==> config.mk <==
export PLATFORM = sky130hd
export DESIGN_NAME = pptr_top
export DESIGN_NICKNAME = d
export VERILOG_FILES = /design/src/include/pptr_pkg.sv /design/src/core/pptr_stamp_slot.sv /design/src/core/pptr_corr_adjust.sv /design/src/core/pptr_top.sv
export SDC_FILE = /design/constraint.sdc
export NUM_CORES = 1
export LEC_CHECK = 0
export BUFFER_PORTS_ARGS = -buffer_cell sky130_fd_sc_hd__buf_2
export CAP_MARGIN = 40
export CORE_ASPECT_RATIO = 1.1
export CORE_UTILIZATION = 30
export CTS_CLUSTER_DIAMETER = 50
export DETAILED_ROUTE_END_ITERATION = 10
export SYNTH_ARGS = -nofsm -noshare
export SYNTH_HDL_FRONTEND = slang
export SYNTH_SLANG_ARGS = --single-unit
==> constraint.sdc <==
create_clock -name pclk -period 11.3 [get_ports pclk]
set_input_delay 1.695 -clock pclk [delete_from_list [all_inputs] [get_ports pclk]]
set_output_delay 1.695 -clock pclk [all_outputs]
set_load 0.05 [all_outputs]
==> src/include/pptr_pkg.sv <==
`default_nettype none
package pptr_pkg;
	localparam int ADDR_W = 16;
	localparam int DATA_W = 32;
	localparam int HALF_W = 16;
	localparam int TS_W   = 32;
	localparam int CORR_W = 64;
	localparam int FRAC_W = 16;
	localparam int IDX_W  = 12;
	localparam int SLOTS  = 3;

	// printed offsets are word indices; byte address is four times the index
	localparam logic [IDX_W-1:0] IDX_RX_DELAY     = 12'hc00;
	localparam logic [IDX_W-1:0] IDX_TX_DELAY     = 12'hc02;
	localparam logic [IDX_W-1:0] IDX_ASYMMETRY    = 12'hc04;
	localparam logic [IDX_W-1:0] IDX_DREQ_HIGH    = 12'hc08;
	localparam logic [IDX_W-1:0] IDX_DREQ_LOW     = 12'hc0a;
	localparam logic [IDX_W-1:0] IDX_SYNC_HIGH    = 12'hc0c;
	localparam logic [IDX_W-1:0] IDX_SYNC_LOW     = 12'hc0e;
	localparam logic [IDX_W-1:0] IDX_PRESP_HIGH   = 12'hc10;
	localparam logic [IDX_W-1:0] IDX_PRESP_LOW    = 12'hc12;
	localparam logic [IDX_W-1:0] IDX_READY_FLAGS  = 12'hc14;
	localparam logic [IDX_W-1:0] IDX_IRQ_ALLOW    = 12'hc16;
	localparam logic [IDX_W-1:0] IDX_PORT_SUMMARY = 12'hc1c;

	localparam logic [HALF_W-1:0] RST_RX_DELAY  = 16'h019f;
	localparam logic [HALF_W-1:0] RST_TX_DELAY  = 16'h002d;
	localparam logic [HALF_W-1:0] RST_ASYMMETRY = 16'h0000;
	localparam logic [HALF_W-1:0] RST_FLAGS     = 16'h0000;
	localparam logic [TS_W-1:0]   RST_STAMP     = 32'h0000_0000;

	localparam int ASYM_SIGN_BIT = 15;
	localparam int ASYM_MAG_W    = 15;
	localparam int FLAG_SYNC     = 15;
	localparam int FLAG_DREQ     = 14;
	localparam int FLAG_PRESP    = 13;
	localparam logic [HALF_W-1:0] FLAG_MASK = 16'he000;
	localparam int SUM_ANY_BIT   = 0;
	localparam int SUM_IRQ_BIT   = 1;

	// stamp slot numbers
	localparam int SLOT_DREQ  = 0;
	localparam int SLOT_SYNC  = 1;
	localparam int SLOT_PRESP = 2;

	localparam logic [3:0] MSG_SYNC        = 4'h0;
	localparam logic [3:0] MSG_DELAY_REQ   = 4'h1;
	localparam logic [3:0] MSG_PDELAY_REQ  = 4'h2;
	localparam logic [3:0] MSG_PDELAY_RESP = 4'h3;

	typedef enum logic [3:0] {
		REG_NONE      = 4'h0,
		REG_RX_DELAY  = 4'h1,
		REG_TX_DELAY  = 4'h2,
		REG_ASYMMETRY = 4'h3,
		REG_DREQ_HI   = 4'h4,
		REG_DREQ_LO   = 4'h5,
		REG_SYNC_HI   = 4'h6,
		REG_SYNC_LO   = 4'h7,
		REG_PRESP_HI  = 4'h8,
		REG_PRESP_LO  = 4'h9,
		REG_FLAGS     = 4'ha,
		REG_ALLOW     = 4'hb,
		REG_SUMMARY   = 4'hc
	} pptr_reg_e;

	typedef struct packed {
		logic             valid;
		logic [3:0]       msg_type;
		logic [TS_W-1:0]  stamp;
	} pptr_egress_s;

	typedef struct packed {
		logic              valid;
		logic              ingress;
		logic [3:0]        msg_type;
		logic [CORR_W-1:0] corr;
	} pptr_corr_s;
endpackage
`default_nettype wire

==> src/core/pptr_stamp_slot.sv <==
`timescale 1ns/10ps
`default_nettype none
module pptr_stamp_slot #(
	parameter int TS_W = 32
) (
	input  wire logic            pclk,
	input  wire logic            presetn,
	input  wire logic            capture,
	input  wire logic [TS_W-1:0] stamp_in,
	output logic      [TS_W-1:0] stamp_q
);
	// one 32-bit flop set loaded whole per frame; halves are read separately, so a capture between the two reads mixes frames
	always_ff @(posedge pclk or negedge presetn)
	begin
		if (!presetn)
		begin
			stamp_q <= '0;
		end
		else if (capture)
		begin
			stamp_q <= stamp_in;
		end
	end
endmodule
`default_nettype wire

==> src/core/pptr_corr_adjust.sv <==
`timescale 1ns/10ps
`default_nettype none
module pptr_corr_adjust #(
	parameter int CORR_W = 64,
	parameter int FRAC_W = 16
) (
	input  wire logic              pclk,
	input  wire logic              presetn,
	input  wire logic              asymmetry_negative_flag,
	input  wire logic [14:0]       asymmetry_magnitude_ns,
	input  wire pptr_pkg::pptr_corr_s corr_in,
	output pptr_pkg::pptr_corr_s   corr_q
);
	logic [CORR_W-1:0] scaled;
	logic [CORR_W-1:0] delta;
	logic              add_it;
	logic              sub_it;

	// correction field counts ns in units of 2^-FRAC_W
	assign scaled = CORR_W'(asymmetry_magnitude_ns) << FRAC_W;
	assign delta  = asymmetry_negative_flag ? (~scaled + 1'b1) : scaled;
	assign add_it = corr_in.ingress &&
		(corr_in.msg_type == pptr_pkg::MSG_SYNC ||
		 corr_in.msg_type == pptr_pkg::MSG_PDELAY_RESP);
	assign sub_it = !corr_in.ingress &&
		(corr_in.msg_type == pptr_pkg::MSG_DELAY_REQ ||
		 corr_in.msg_type == pptr_pkg::MSG_PDELAY_REQ);

	always_ff @(posedge pclk or negedge presetn)
	begin
		if (!presetn)
		begin
			corr_q <= '0;
		end
		else
		begin
			corr_q.valid    <= corr_in.valid;
			corr_q.ingress  <= corr_in.ingress;
			corr_q.msg_type <= corr_in.msg_type;
			if (add_it)
			begin
				corr_q.corr <= corr_in.corr + delta;
			end
			else if (sub_it)
			begin
				corr_q.corr <= corr_in.corr - delta;
			end
			else
			begin
				corr_q.corr <= corr_in.corr;
			end
		end
	end
endmodule
`default_nettype wire

==> src/core/pptr_top.sv <==
`timescale 1ns/10ps
`default_nettype none
//
// Contract
// - a 16-bit read/write receive delay in ns, reset to 415.
// - a 16-bit read/write transmit delay in ns, reset to 45.
// - bit 15 of the asymmetry register is its sign, one meaning negative, reset zero.
// - the signed 15-bit asymmetry is added to the correction of ingress sync and peer-delay responses.
// - the signed asymmetry is subtracted from the correction of egress delay and peer-delay requests.
// - a read-only word shows bits 31:16 of the last request egress stamp, reset zero.
// - the next word shows bits 15:0 of that request stamp, read-only.
// - a read-only word shows bits 31:16 of the sync egress stamp, reset zero.
// - a read-only word shows bits 15:0 of the sync egress stamp.
// - a read-only word shows bits 31:16 of the peer-delay response egress stamp, reset zero.
// - a read-only word shows bits 15:0 of the peer-delay response egress stamp.
// - write-one-to-clear ready flags at bits 15, 14, 13 are set per new stamp and ORed to a port bit.
// - matching read/write allow bits gate each flag onto the port interrupt.
module pptr_top #(
	parameter int CORR_W = pptr_pkg::CORR_W,
	parameter int FRAC_W = pptr_pkg::FRAC_W
) (
	input  wire logic                         pclk,
	input  wire logic                         presetn,
	input  wire logic                         psel,
	input  wire logic                         penable,
	input  wire logic                         pwrite,
	input  wire logic [pptr_pkg::ADDR_W-1:0]  paddr,
	input  wire logic [pptr_pkg::DATA_W-1:0]  pwdata,
	input  wire logic [3:0]                   pstrb,
	output logic                              pready,
	output logic      [pptr_pkg::DATA_W-1:0]  prdata,
	output logic                              pslverr,
	input  wire pptr_pkg::pptr_egress_s       egress,
	input  wire pptr_pkg::pptr_corr_s         corr_in,
	output pptr_pkg::pptr_corr_s              corr_out,
	output logic      [pptr_pkg::HALF_W-1:0]  port_receive_delay_ns,
	output logic      [pptr_pkg::HALF_W-1:0]  port_transmit_delay_ns,
	output logic                              port_ptp_status,
	output logic                              irq
);
	localparam int HW = pptr_pkg::HALF_W;

	logic [HW-1:0]               rx_delay_q;
	logic [HW-1:0]               tx_delay_q;
	logic [HW-1:0]               asym_q;
	logic [HW-1:0]               flags_q;
	logic [HW-1:0]               allow_q;
	logic [HW-1:0]               rx_delay_d;
	logic [HW-1:0]               tx_delay_d;
	logic [HW-1:0]               asym_d;
	logic [HW-1:0]               flags_d;
	logic [HW-1:0]               allow_d;
	logic [pptr_pkg::DATA_W-1:0] prdata_d;
	logic                        pslverr_d;
	logic [HW-1:0]               flag_set;
	logic [HW-1:0]               flag_clr;
	logic [pptr_pkg::SLOTS-1:0]  capture;
	logic [pptr_pkg::TS_W-1:0]   stamp [pptr_pkg::SLOTS];
	logic [pptr_pkg::DATA_W-1:0] prdata_q;
	logic                        pslverr_q;
	logic                        setup;
	logic                        access;
	logic                        wr_en;
	logic [HW-1:0]               wr_mask;
	logic [HW-1:0]               wr_half;
	logic                        asymmetry_negative_flag;
	logic [14:0]                 asymmetry_magnitude_ns;
	logic                        any_flag;
	pptr_pkg::pptr_reg_e         sel;

	// index from byte address; misaligned or out of range maps nowhere
	function automatic pptr_pkg::pptr_reg_e reg_decode(
		input logic [pptr_pkg::ADDR_W-1:0] addr
	);
		logic [pptr_pkg::IDX_W-1:0] idx;
		pptr_pkg::pptr_reg_e        r;
		idx = addr[13:2];
		r = pptr_pkg::REG_NONE;
		if (addr[1:0] == 2'b00 && addr[15:14] == 2'b00)
		begin
			unique case (idx)
				pptr_pkg::IDX_RX_DELAY:     r = pptr_pkg::REG_RX_DELAY;
				pptr_pkg::IDX_TX_DELAY:     r = pptr_pkg::REG_TX_DELAY;
				pptr_pkg::IDX_ASYMMETRY:    r = pptr_pkg::REG_ASYMMETRY;
				pptr_pkg::IDX_DREQ_HIGH:    r = pptr_pkg::REG_DREQ_HI;
				pptr_pkg::IDX_DREQ_LOW:     r = pptr_pkg::REG_DREQ_LO;
				pptr_pkg::IDX_SYNC_HIGH:    r = pptr_pkg::REG_SYNC_HI;
				pptr_pkg::IDX_SYNC_LOW:     r = pptr_pkg::REG_SYNC_LO;
				pptr_pkg::IDX_PRESP_HIGH:   r = pptr_pkg::REG_PRESP_HI;
				pptr_pkg::IDX_PRESP_LOW:    r = pptr_pkg::REG_PRESP_LO;
				pptr_pkg::IDX_READY_FLAGS:  r = pptr_pkg::REG_FLAGS;
				pptr_pkg::IDX_IRQ_ALLOW:    r = pptr_pkg::REG_ALLOW;
				pptr_pkg::IDX_PORT_SUMMARY: r = pptr_pkg::REG_SUMMARY;
				default:                    r = pptr_pkg::REG_NONE;
			endcase
		end
		return r;
	endfunction

	// byte enables of the two low lanes as a 16-bit mask
	function automatic logic [HW-1:0] lane_mask(
		input logic [3:0] strb
	);
		return {{8{strb[1]}}, {8{strb[0]}}};
	endfunction

	// new value of a plain read/write half word under byte enables
	function automatic logic [HW-1:0] merge(
		input logic [HW-1:0] old,
		input logic [HW-1:0] data,
		input logic [HW-1:0] mask
	);
		return (old & ~mask) | (data & mask);
	endfunction

	assign sel     = reg_decode(paddr);
	assign setup   = psel && !penable;
	assign access  = psel && penable;
	assign pready  = 1'b1;
	assign wr_en   = access && pwrite;
	assign wr_mask = lane_mask(pstrb);
	assign wr_half = pwdata[HW-1:0];
	assign prdata  = prdata_q;
	assign pslverr = pslverr_q && access;

	// next values of the software-written words under byte enables
	always_comb
	begin
		rx_delay_d = rx_delay_q;
		tx_delay_d = tx_delay_q;
		asym_d     = asym_q;
		allow_d    = allow_q;
		if (wr_en)
		begin
			case (sel)
				pptr_pkg::REG_RX_DELAY:
					rx_delay_d = merge(rx_delay_q, wr_half, wr_mask);
				pptr_pkg::REG_TX_DELAY:
					tx_delay_d = merge(tx_delay_q, wr_half, wr_mask);
				pptr_pkg::REG_ASYMMETRY:
					asym_d = merge(asym_q, wr_half, wr_mask);
				pptr_pkg::REG_ALLOW:
					allow_d = merge(allow_q, wr_half, wr_mask) & pptr_pkg::FLAG_MASK;
				default:
					allow_d = allow_q;
			endcase
		end
	end

	// software-programmed delays
	always_ff @(posedge pclk or negedge presetn)
	begin
		if (!presetn)
		begin
			rx_delay_q <= pptr_pkg::RST_RX_DELAY;
		end
		else
		begin
			rx_delay_q <= rx_delay_d;
		end
	end

	always_ff @(posedge pclk or negedge presetn)
	begin
		if (!presetn)
		begin
			tx_delay_q <= pptr_pkg::RST_TX_DELAY;
		end
		else
		begin
			tx_delay_q <= tx_delay_d;
		end
	end

	assign port_receive_delay_ns  = rx_delay_q;
	assign port_transmit_delay_ns = tx_delay_q;

	// sign and magnitude held as written, no two's complement conversion
	always_ff @(posedge pclk or negedge presetn)
	begin
		if (!presetn)
		begin
			asym_q <= pptr_pkg::RST_ASYMMETRY;
		end
		else
		begin
			asym_q <= asym_d;
		end
	end

	assign asymmetry_negative_flag = asym_q[pptr_pkg::ASYM_SIGN_BIT];
	assign asymmetry_magnitude_ns  = asym_q[pptr_pkg::ASYM_MAG_W-1:0];

	// correction path: one cycle of latency, values taken from live registers
	pptr_corr_adjust #(
		.CORR_W (CORR_W),
		.FRAC_W (FRAC_W)
	) u_corr (
		.pclk                    (pclk),
		.presetn                 (presetn),
		.asymmetry_negative_flag (asymmetry_negative_flag),
		.asymmetry_magnitude_ns  (asymmetry_magnitude_ns),
		.corr_in                 (corr_in),
		.corr_q                  (corr_out)
	);

	// frame type to stamp slot; both request kinds share one slot
	always_comb
	begin
		capture = '0;
		if (egress.valid)
		begin
			unique case (egress.msg_type)
				pptr_pkg::MSG_SYNC:
					capture[pptr_pkg::SLOT_SYNC] = 1'b1;
				pptr_pkg::MSG_DELAY_REQ,
				pptr_pkg::MSG_PDELAY_REQ:
					capture[pptr_pkg::SLOT_DREQ] = 1'b1;
				pptr_pkg::MSG_PDELAY_RESP:
					capture[pptr_pkg::SLOT_PRESP] = 1'b1;
				default:
					capture = '0;
			endcase
		end
	end

	genvar gi;
	generate
		for (gi = 0; gi < pptr_pkg::SLOTS; gi++)
		begin : g_slot
			pptr_stamp_slot #(
				.TS_W (pptr_pkg::TS_W)
			) u_slot (
				.pclk     (pclk),
				.presetn  (presetn),
				.capture  (capture[gi]),
				.stamp_in (egress.stamp),
				.stamp_q  (stamp[gi])
			);
		end
	endgenerate

	// ready flags: set wins over a same-cycle write-one clear
	always_comb
	begin
		flag_set = '0;
		flag_set[pptr_pkg::FLAG_SYNC]  = capture[pptr_pkg::SLOT_SYNC];
		flag_set[pptr_pkg::FLAG_DREQ]  = capture[pptr_pkg::SLOT_DREQ];
		flag_set[pptr_pkg::FLAG_PRESP] = capture[pptr_pkg::SLOT_PRESP];
	end

	assign flag_clr = (wr_en && sel == pptr_pkg::REG_FLAGS) ?
		(wr_half & wr_mask & pptr_pkg::FLAG_MASK) : '0;
	assign flags_d  = ((flags_q & ~flag_clr) | flag_set) & pptr_pkg::FLAG_MASK;

	always_ff @(posedge pclk or negedge presetn)
	begin
		if (!presetn)
		begin
			flags_q <= pptr_pkg::RST_FLAGS;
		end
		else
		begin
			flags_q <= flags_d;
		end
	end

	always_ff @(posedge pclk or negedge presetn)
	begin
		if (!presetn)
		begin
			allow_q <= pptr_pkg::RST_FLAGS;
		end
		else
		begin
			allow_q <= allow_d;
		end
	end

	// port-level status ignores the allow bits; only irq honours them
	assign any_flag        = |flags_q;
	assign port_ptp_status = any_flag;
	assign irq             = |(flags_q & allow_q);

	// read word of the addressed register; reserved bits and unmapped words read zero
	always_comb
	begin
		prdata_d = '0;
		unique case (sel)
			pptr_pkg::REG_RX_DELAY:
				prdata_d[HW-1:0] = rx_delay_q;
			pptr_pkg::REG_TX_DELAY:
				prdata_d[HW-1:0] = tx_delay_q;
			pptr_pkg::REG_ASYMMETRY:
				prdata_d[HW-1:0] = asym_q;
			pptr_pkg::REG_DREQ_HI:
				prdata_d[HW-1:0] = stamp[pptr_pkg::SLOT_DREQ][31:16];
			pptr_pkg::REG_DREQ_LO:
				prdata_d[HW-1:0] = stamp[pptr_pkg::SLOT_DREQ][15:0];
			pptr_pkg::REG_SYNC_HI:
				prdata_d[HW-1:0] = stamp[pptr_pkg::SLOT_SYNC][31:16];
			pptr_pkg::REG_SYNC_LO:
				prdata_d[HW-1:0] = stamp[pptr_pkg::SLOT_SYNC][15:0];
			pptr_pkg::REG_PRESP_HI:
				prdata_d[HW-1:0] = stamp[pptr_pkg::SLOT_PRESP][31:16];
			pptr_pkg::REG_PRESP_LO:
				prdata_d[HW-1:0] = stamp[pptr_pkg::SLOT_PRESP][15:0];
			pptr_pkg::REG_FLAGS:
				prdata_d[HW-1:0] = flags_q;
			pptr_pkg::REG_ALLOW:
				prdata_d[HW-1:0] = allow_q;
			pptr_pkg::REG_SUMMARY:
			begin
				prdata_d[pptr_pkg::SUM_ANY_BIT] = any_flag;
				prdata_d[pptr_pkg::SUM_IRQ_BIT] = irq;
			end
			pptr_pkg::REG_NONE:
				prdata_d = '0;
		endcase
	end

	// read data is taken in the setup cycle so the access needs no wait
	always_ff @(posedge pclk or negedge presetn)
	begin
		if (!presetn)
		begin
			prdata_q <= '0;
		end
		else if (setup && !pwrite)
		begin
			prdata_q <= prdata_d;
		end
	end

	// unmapped addresses answer with an error; writes to read-only words are dropped quietly
	assign pslverr_d = (sel == pptr_pkg::REG_NONE);
	always_ff @(posedge pclk or negedge presetn)
	begin
		if (!presetn)
		begin
			pslverr_q <= 1'b0;
		end
		else if (setup)
		begin
			pslverr_q <= pslverr_d;
		end
	end
endmodule
`default_nettype wire

== Word-level counts from Yosys, hierarchy flattened ==
Index checks and enable logic that the tools add are counted.

* Register bits: 237
* Bits in latches: 0
* Bits in writable memories: 0
* ROM bits: 0
* Output and inout port bits: 138
* Word-level logic and storage cells: 101
* Memories kept: 0

* Add/subtract/negate cells: 3
* Multiply operators: 0
* Div/mod/pow operators: 0
* Magnitude comparators: 0
* Equality and inequality tests: 30
* Shifts and indexed selects: 0
* Mux-type cells: 12
* Bitwise logic cells: 15
* Reduce and logical (&&, ||, !) cells: 27

{| class="wikitable"
|+ Operators with widths
! kind !! count
|-
| 64-bit two-way mux || 3
|-
| 14-bit case mux with 11 select lines || 1
|-
| 12-bit equality test (second input constant) || 12
|-
| 16-bit AND || 7
|-
| 16-bit bitwise OR || 5
|-
| 64-bit by 1-bit adder with 64-bit output (second input constant) || 1
|-
| 64-bit adder || 1
|-
| 31-bit inverter with 64-bit output || 1
|-
| 64-bit subtractor || 1
|-
| 4-bit case mux with 12 select lines || 1
|-
| 16-bit inverter || 2
|-
| 4-bit by 2-bit equality test with 1-bit output (second input constant) || 6
|-
| 2-bit case mux with 11 select lines || 1
|-
| 4-bit equality test (second input constant) || 5
|-
| 4-bit by 3-bit equality test with 1-bit output (second input constant) || 4
|-
| 16-bit two-way mux || 1
|-
| 16-bit OR reduction || 1
|-
| 4-bit by 1-bit equality test with 1-bit output (second input constant) || 3
|-
| 4-bit logical NOT || 3
|-
| 1-bit logical AND || 9
|-
| 2-bit AND reduction || 4
|-
| 3-bit OR reduction || 2
|-
| 2-bit logical NOT || 2
|-
| 4-bit two-way mux || 1
|-
| other kinds (5) || 10
|}

== Depth between registers and ports, before layout ==
* Depth after elaboration: 9
* Depth in mapped cells: 22

== Modules after synthesis ==
A second synthesis with hierarchy kept.

* Cells, all modules: 1780
* Area, all modules: 17081.4 um^2

{| class="wikitable"
|+ Modules (own cells, without submodules)
! module !! times used !! cells each !! area each (um^2) !! seq. area each (um^2)
|-
| pptr_corr_adjust || 1 || 1159 || 8595.7 || 1751.7
|-
| pptr_top || 1 || 417 || 4450.5 || 1790.5
|-
| pptr_stamp_slot || 3 || 68 || 1345.0 || 800.8
|}

== Least setup slack after synthesis ==
No wires, ideal clock.

* Path kind: register -> register
* From: reg (tool-made name)
* To: reg u_corr.corr_q[60] (netlist bit)
* Library setup time: 0.130 ns
* Arrival: 4.448 ns
* Required time: 11.170 ns
* Slack: 6.721 ns
* Cell stages (with the launch flop): 20
* Cells stage by stage: dfrtp_1 -> or4_1 -> or2_1 -> nand2b_1 -> clkbuf_1 -> o41ai_1 -> xnor2_1 -> ha_1 -> buf_6 -> inv_2 -> nand2_1 -> or3_1 -> or2_1 -> nor3_4 -> nor3_4 -> o41ai_4 -> a31oi_4 -> o21ba_1 -> a221oi_1 -> a21oi_1

{| class="wikitable"
|+ RTL lines
! item !! line !! RTL
|-
| end, declared || pptr_corr_adjust.sv:12 || <nowiki>output pptr_pkg::pptr_corr_s corr_q</nowiki>
|}

==> flow_summary.yaml <==
yosys:
  ys_seq_area_share_pct: 37.1
  ys_ff_latch: 237
  netlist_top_cells_area: "dfrtp_1, mux2_2, ha_1"
  netlist.area_leader.share_pct: 35.3
  synth.largest_area_cell: "dfrtp_1"
  cell_area_after_synthesis_sq_mm: 0.0160
  syn-instance-count: 1636
  synth.distinct_cells: 103
  yosys_most_used_dff: "dfrtp_1"
  post_synth.cell_area_avg_sq_um: 9.78
  async_flop_share_pct: 100
  ys.warnings.count: 0
  synth_edf_count: 0
drt:
  drt_first_pass_iters: 7
  detailedRoute.firstIterationViolations: 1145
  drc: 0
  detailroute.via_count: 14500
  post_drt_wl_per_cell_um: 22.4
  detail-route-antenna-nets: 0
  wirelength_um: 57400
  post_drt_via_cell_ratio: 5.66
hold_path:
  worstHoldEndpoint: "prdata[11]"
  worst_hold_path_type: "flip-flop to flip-flop"
  worstHoldPathCells: 1
  worst_hold_startpoint: "prdata[11]"
timing:
  fin_hold_ws_ps: 479
  setup_tns_ps: 0
  rsz_0062_raised_after_global_routing: "no"
  final_critical_path_setup_slack_ps: 5280
  worst-slew-pin-transition_ps: 873
  timing_max_transition_violations_final: 0
  max-slew-margin-rel_pct: 41.3
  clock.fmax_mhz: 166
  finalHoldViolations: 0
  fin_worst_skew_ps: 35.4
  final_period_minus_worst_setup_slack_ps: 6020
  finalSetupViolCount: 0
  period_share_pct: 53.3
cells_and_area:
  mostFrequentLayoutCells: "buf_2, dfrtp_1, mux2_2"
  layout-drive-gt1-share_pct: 30.5
  nets_finish: 2114
  final_area_sq_mm: 0.0191
  area_growth_pct: 19.4
  finish.utilization_pct: 36.4
  leading_cell_type_in_the_layout_fill_and_taps_excluded: "buf_2"
  final_cells: 2558
flow_run:
  max_cap_violations: 0
power:
  vdd.ir_drop.worst_mv: 0.122
  powerDensity_mw_per_mm2: 136
  leakage_nw: 8.67
  p_total_mw: 2.61
place:
  detailedPlacementHpwl_um: 42600
  dp_worst_setup_slack_ps: 5470
  place_inst: 2488
  globalplace.congestion: 0.966
  portBuffers: 266
  post_dp_cell_area_sq_mm: 0.0179
critical_path:
  rr_worst_depth: 18
  critical-path-slowest-cell: "o31ai_4"
  critPathTopFamily: "compound AO/OA/AOI/OAI gates"
  critPathMaxFanout: 13
  worst_setup_path_category: "flip-flop to flip-flop"
  crit_required_ps: 11700
  worst_ep_arrival_time_ps: 6420
  cp-end-kind: "flip-flop"
  critical_path.cell_chain: "inv_1 > nand2_1 > or4_1 > or2_1 > nand2b_1 > o31ai_4 > ha_1 > a21o_1 > a21o_1 > a21oi_1 > nand4b_1 > nor3_1 > o21ai_1 > a21oi_1 > o41ai_1 > a311oi_1 > o21ai_1 > xor2_1"
  worstPathBufferInverterCount: 1
  worstReg2RegEnd: "u_corr.corr_q[63]"
  worst-r2r-setup-slack_ps: 5280
  cp-start-kind: "flip-flop"
  critical-path-max-stage-delay_ps: 680
floorplanning:
  core_sq_mm: 0.0525
  ioPinCount: 302
  initial_core_util_pct: 30.5
  die_width_um: 222
  num_rows: 88
  dieHeight_um: 244
  die_area_sq_mm: 0.0543
clocking:
  tritoncts: "built"
  worst_skew_pair.late_latency_ps: 550
  post_cts.resized_instances: 0
  cts.sinks: 237
  postCtsSetupBuffers: 0
  cts-root-to-sink-buffers: 3
  hold_buffers: 0
  cts-buffers-inserted: 36
  cts_htree_levels: 2
  root_cell_of_the_clock_tree: "clkbuf_16"
  clkTransAtPathRegs_ps: 60
global_route:
  via_count_of_the_first_global_routing_pass: 14300
  wire_length_of_the_first_global_routing_pass_um: 86700
  grt_start_max_net_pins: 84
  track_usage_pct: 20.6
  grt-ovfl-total: 0
  grt_antenna_before_repair: 8
status:
  outcome: "finished clean"
power breakdown:
group / internal, mW / switching [mW]
Combinational: 0.164 / 0.286
Sequential: 0.956 / 0.0525
Clock: 0.700 / 0.449
Total: 1.82 / 0.787
cells in the mapped netlist (all sizes together), types with 17 or more instances:
library cell and number:
dfrtp 226, mux2 145, a21oi 122, nor2 105, ha 98, nand2 91, inv 80, buf 70
o21ai 67, clkbuf 64, o22ai 46, a21o 43, nor3 36, a22oi 35, o31ai 32, a222oi 31
o21bai 27, nor4 18, a31oi 17, nand3 17, xnor2 17
cell type report:
class	instances	area, sq um
fill	5271	33400
multi-input combinational	1200	9130
sequential	237	5940
timing repair buffer	296	1630
clock buffer	46	980
tap	675	845
inverter	80	300
clock inverter	20	264
antenna	4	10.0
per-layer routing:
| layer | track usage [%] | routed length, um | up-vias |
|---|---|---|---|
| met4 | 6.74 | 1570 | 8 |
| met3 | 3.98 | 3740 | 97 |
| met2 | 35.8 | 28300 | 599 |
| li1 | - | - | 6542 |
| met1 | 25.4 | 23700 | 7241 |
| met5 | 0 | 41 | - |
worst max-delay path by stage:
stage	end	start	slack, ps	cells after the start
detailed placement	u_corr.corr_q[63]	flip-flop	5470	18
finish	u_corr.corr_q[63]	flip-flop	5280	18
global placement	u_corr.corr_q[63]	flip-flop	5480	18
floorplan	u_corr.corr_q[60]	flip-flop	6720	19
CTS	u_corr.corr_q[63]	flip-flop	5400	18
global route	u_corr.corr_q[63]	flip-flop	4960	18
worst reg2reg max path, stage by stage, from the launching register on:
cell and delay [ps]:
dfrtp_1 430, inv_1 130, nand2_1 80, or4_1 430
or2_1 260, nand2b_1 380, o31ai_4 680, ha_1 530
a21o_1 300, a21o_1 210, a21oi_1 240, nand4b_1 150
nor3_1 470, o21ai_1 250, a21oi_1 490, o41ai_1 220
a311oi_1 310, o21ai_1 140, xor2_1 160
cells by family after synthesis:
kind of cell / Yosys count / synth area share (%)
AO/OA/AOI/OAI: 555 / 25.3
AND/OR/NAND/NOR: 359 / 11.7
flip-flops: 237 / 37.1
buffers and inverters: 214 / 6.47
multiplexers: 147 / 10.3
adder cells (fa/ha/maj): 99 / 7.79
XOR/XNOR: 23 / 1.26
other: 2 / 0.0469
No activity file was read; power rests on OpenSTA's default activity.
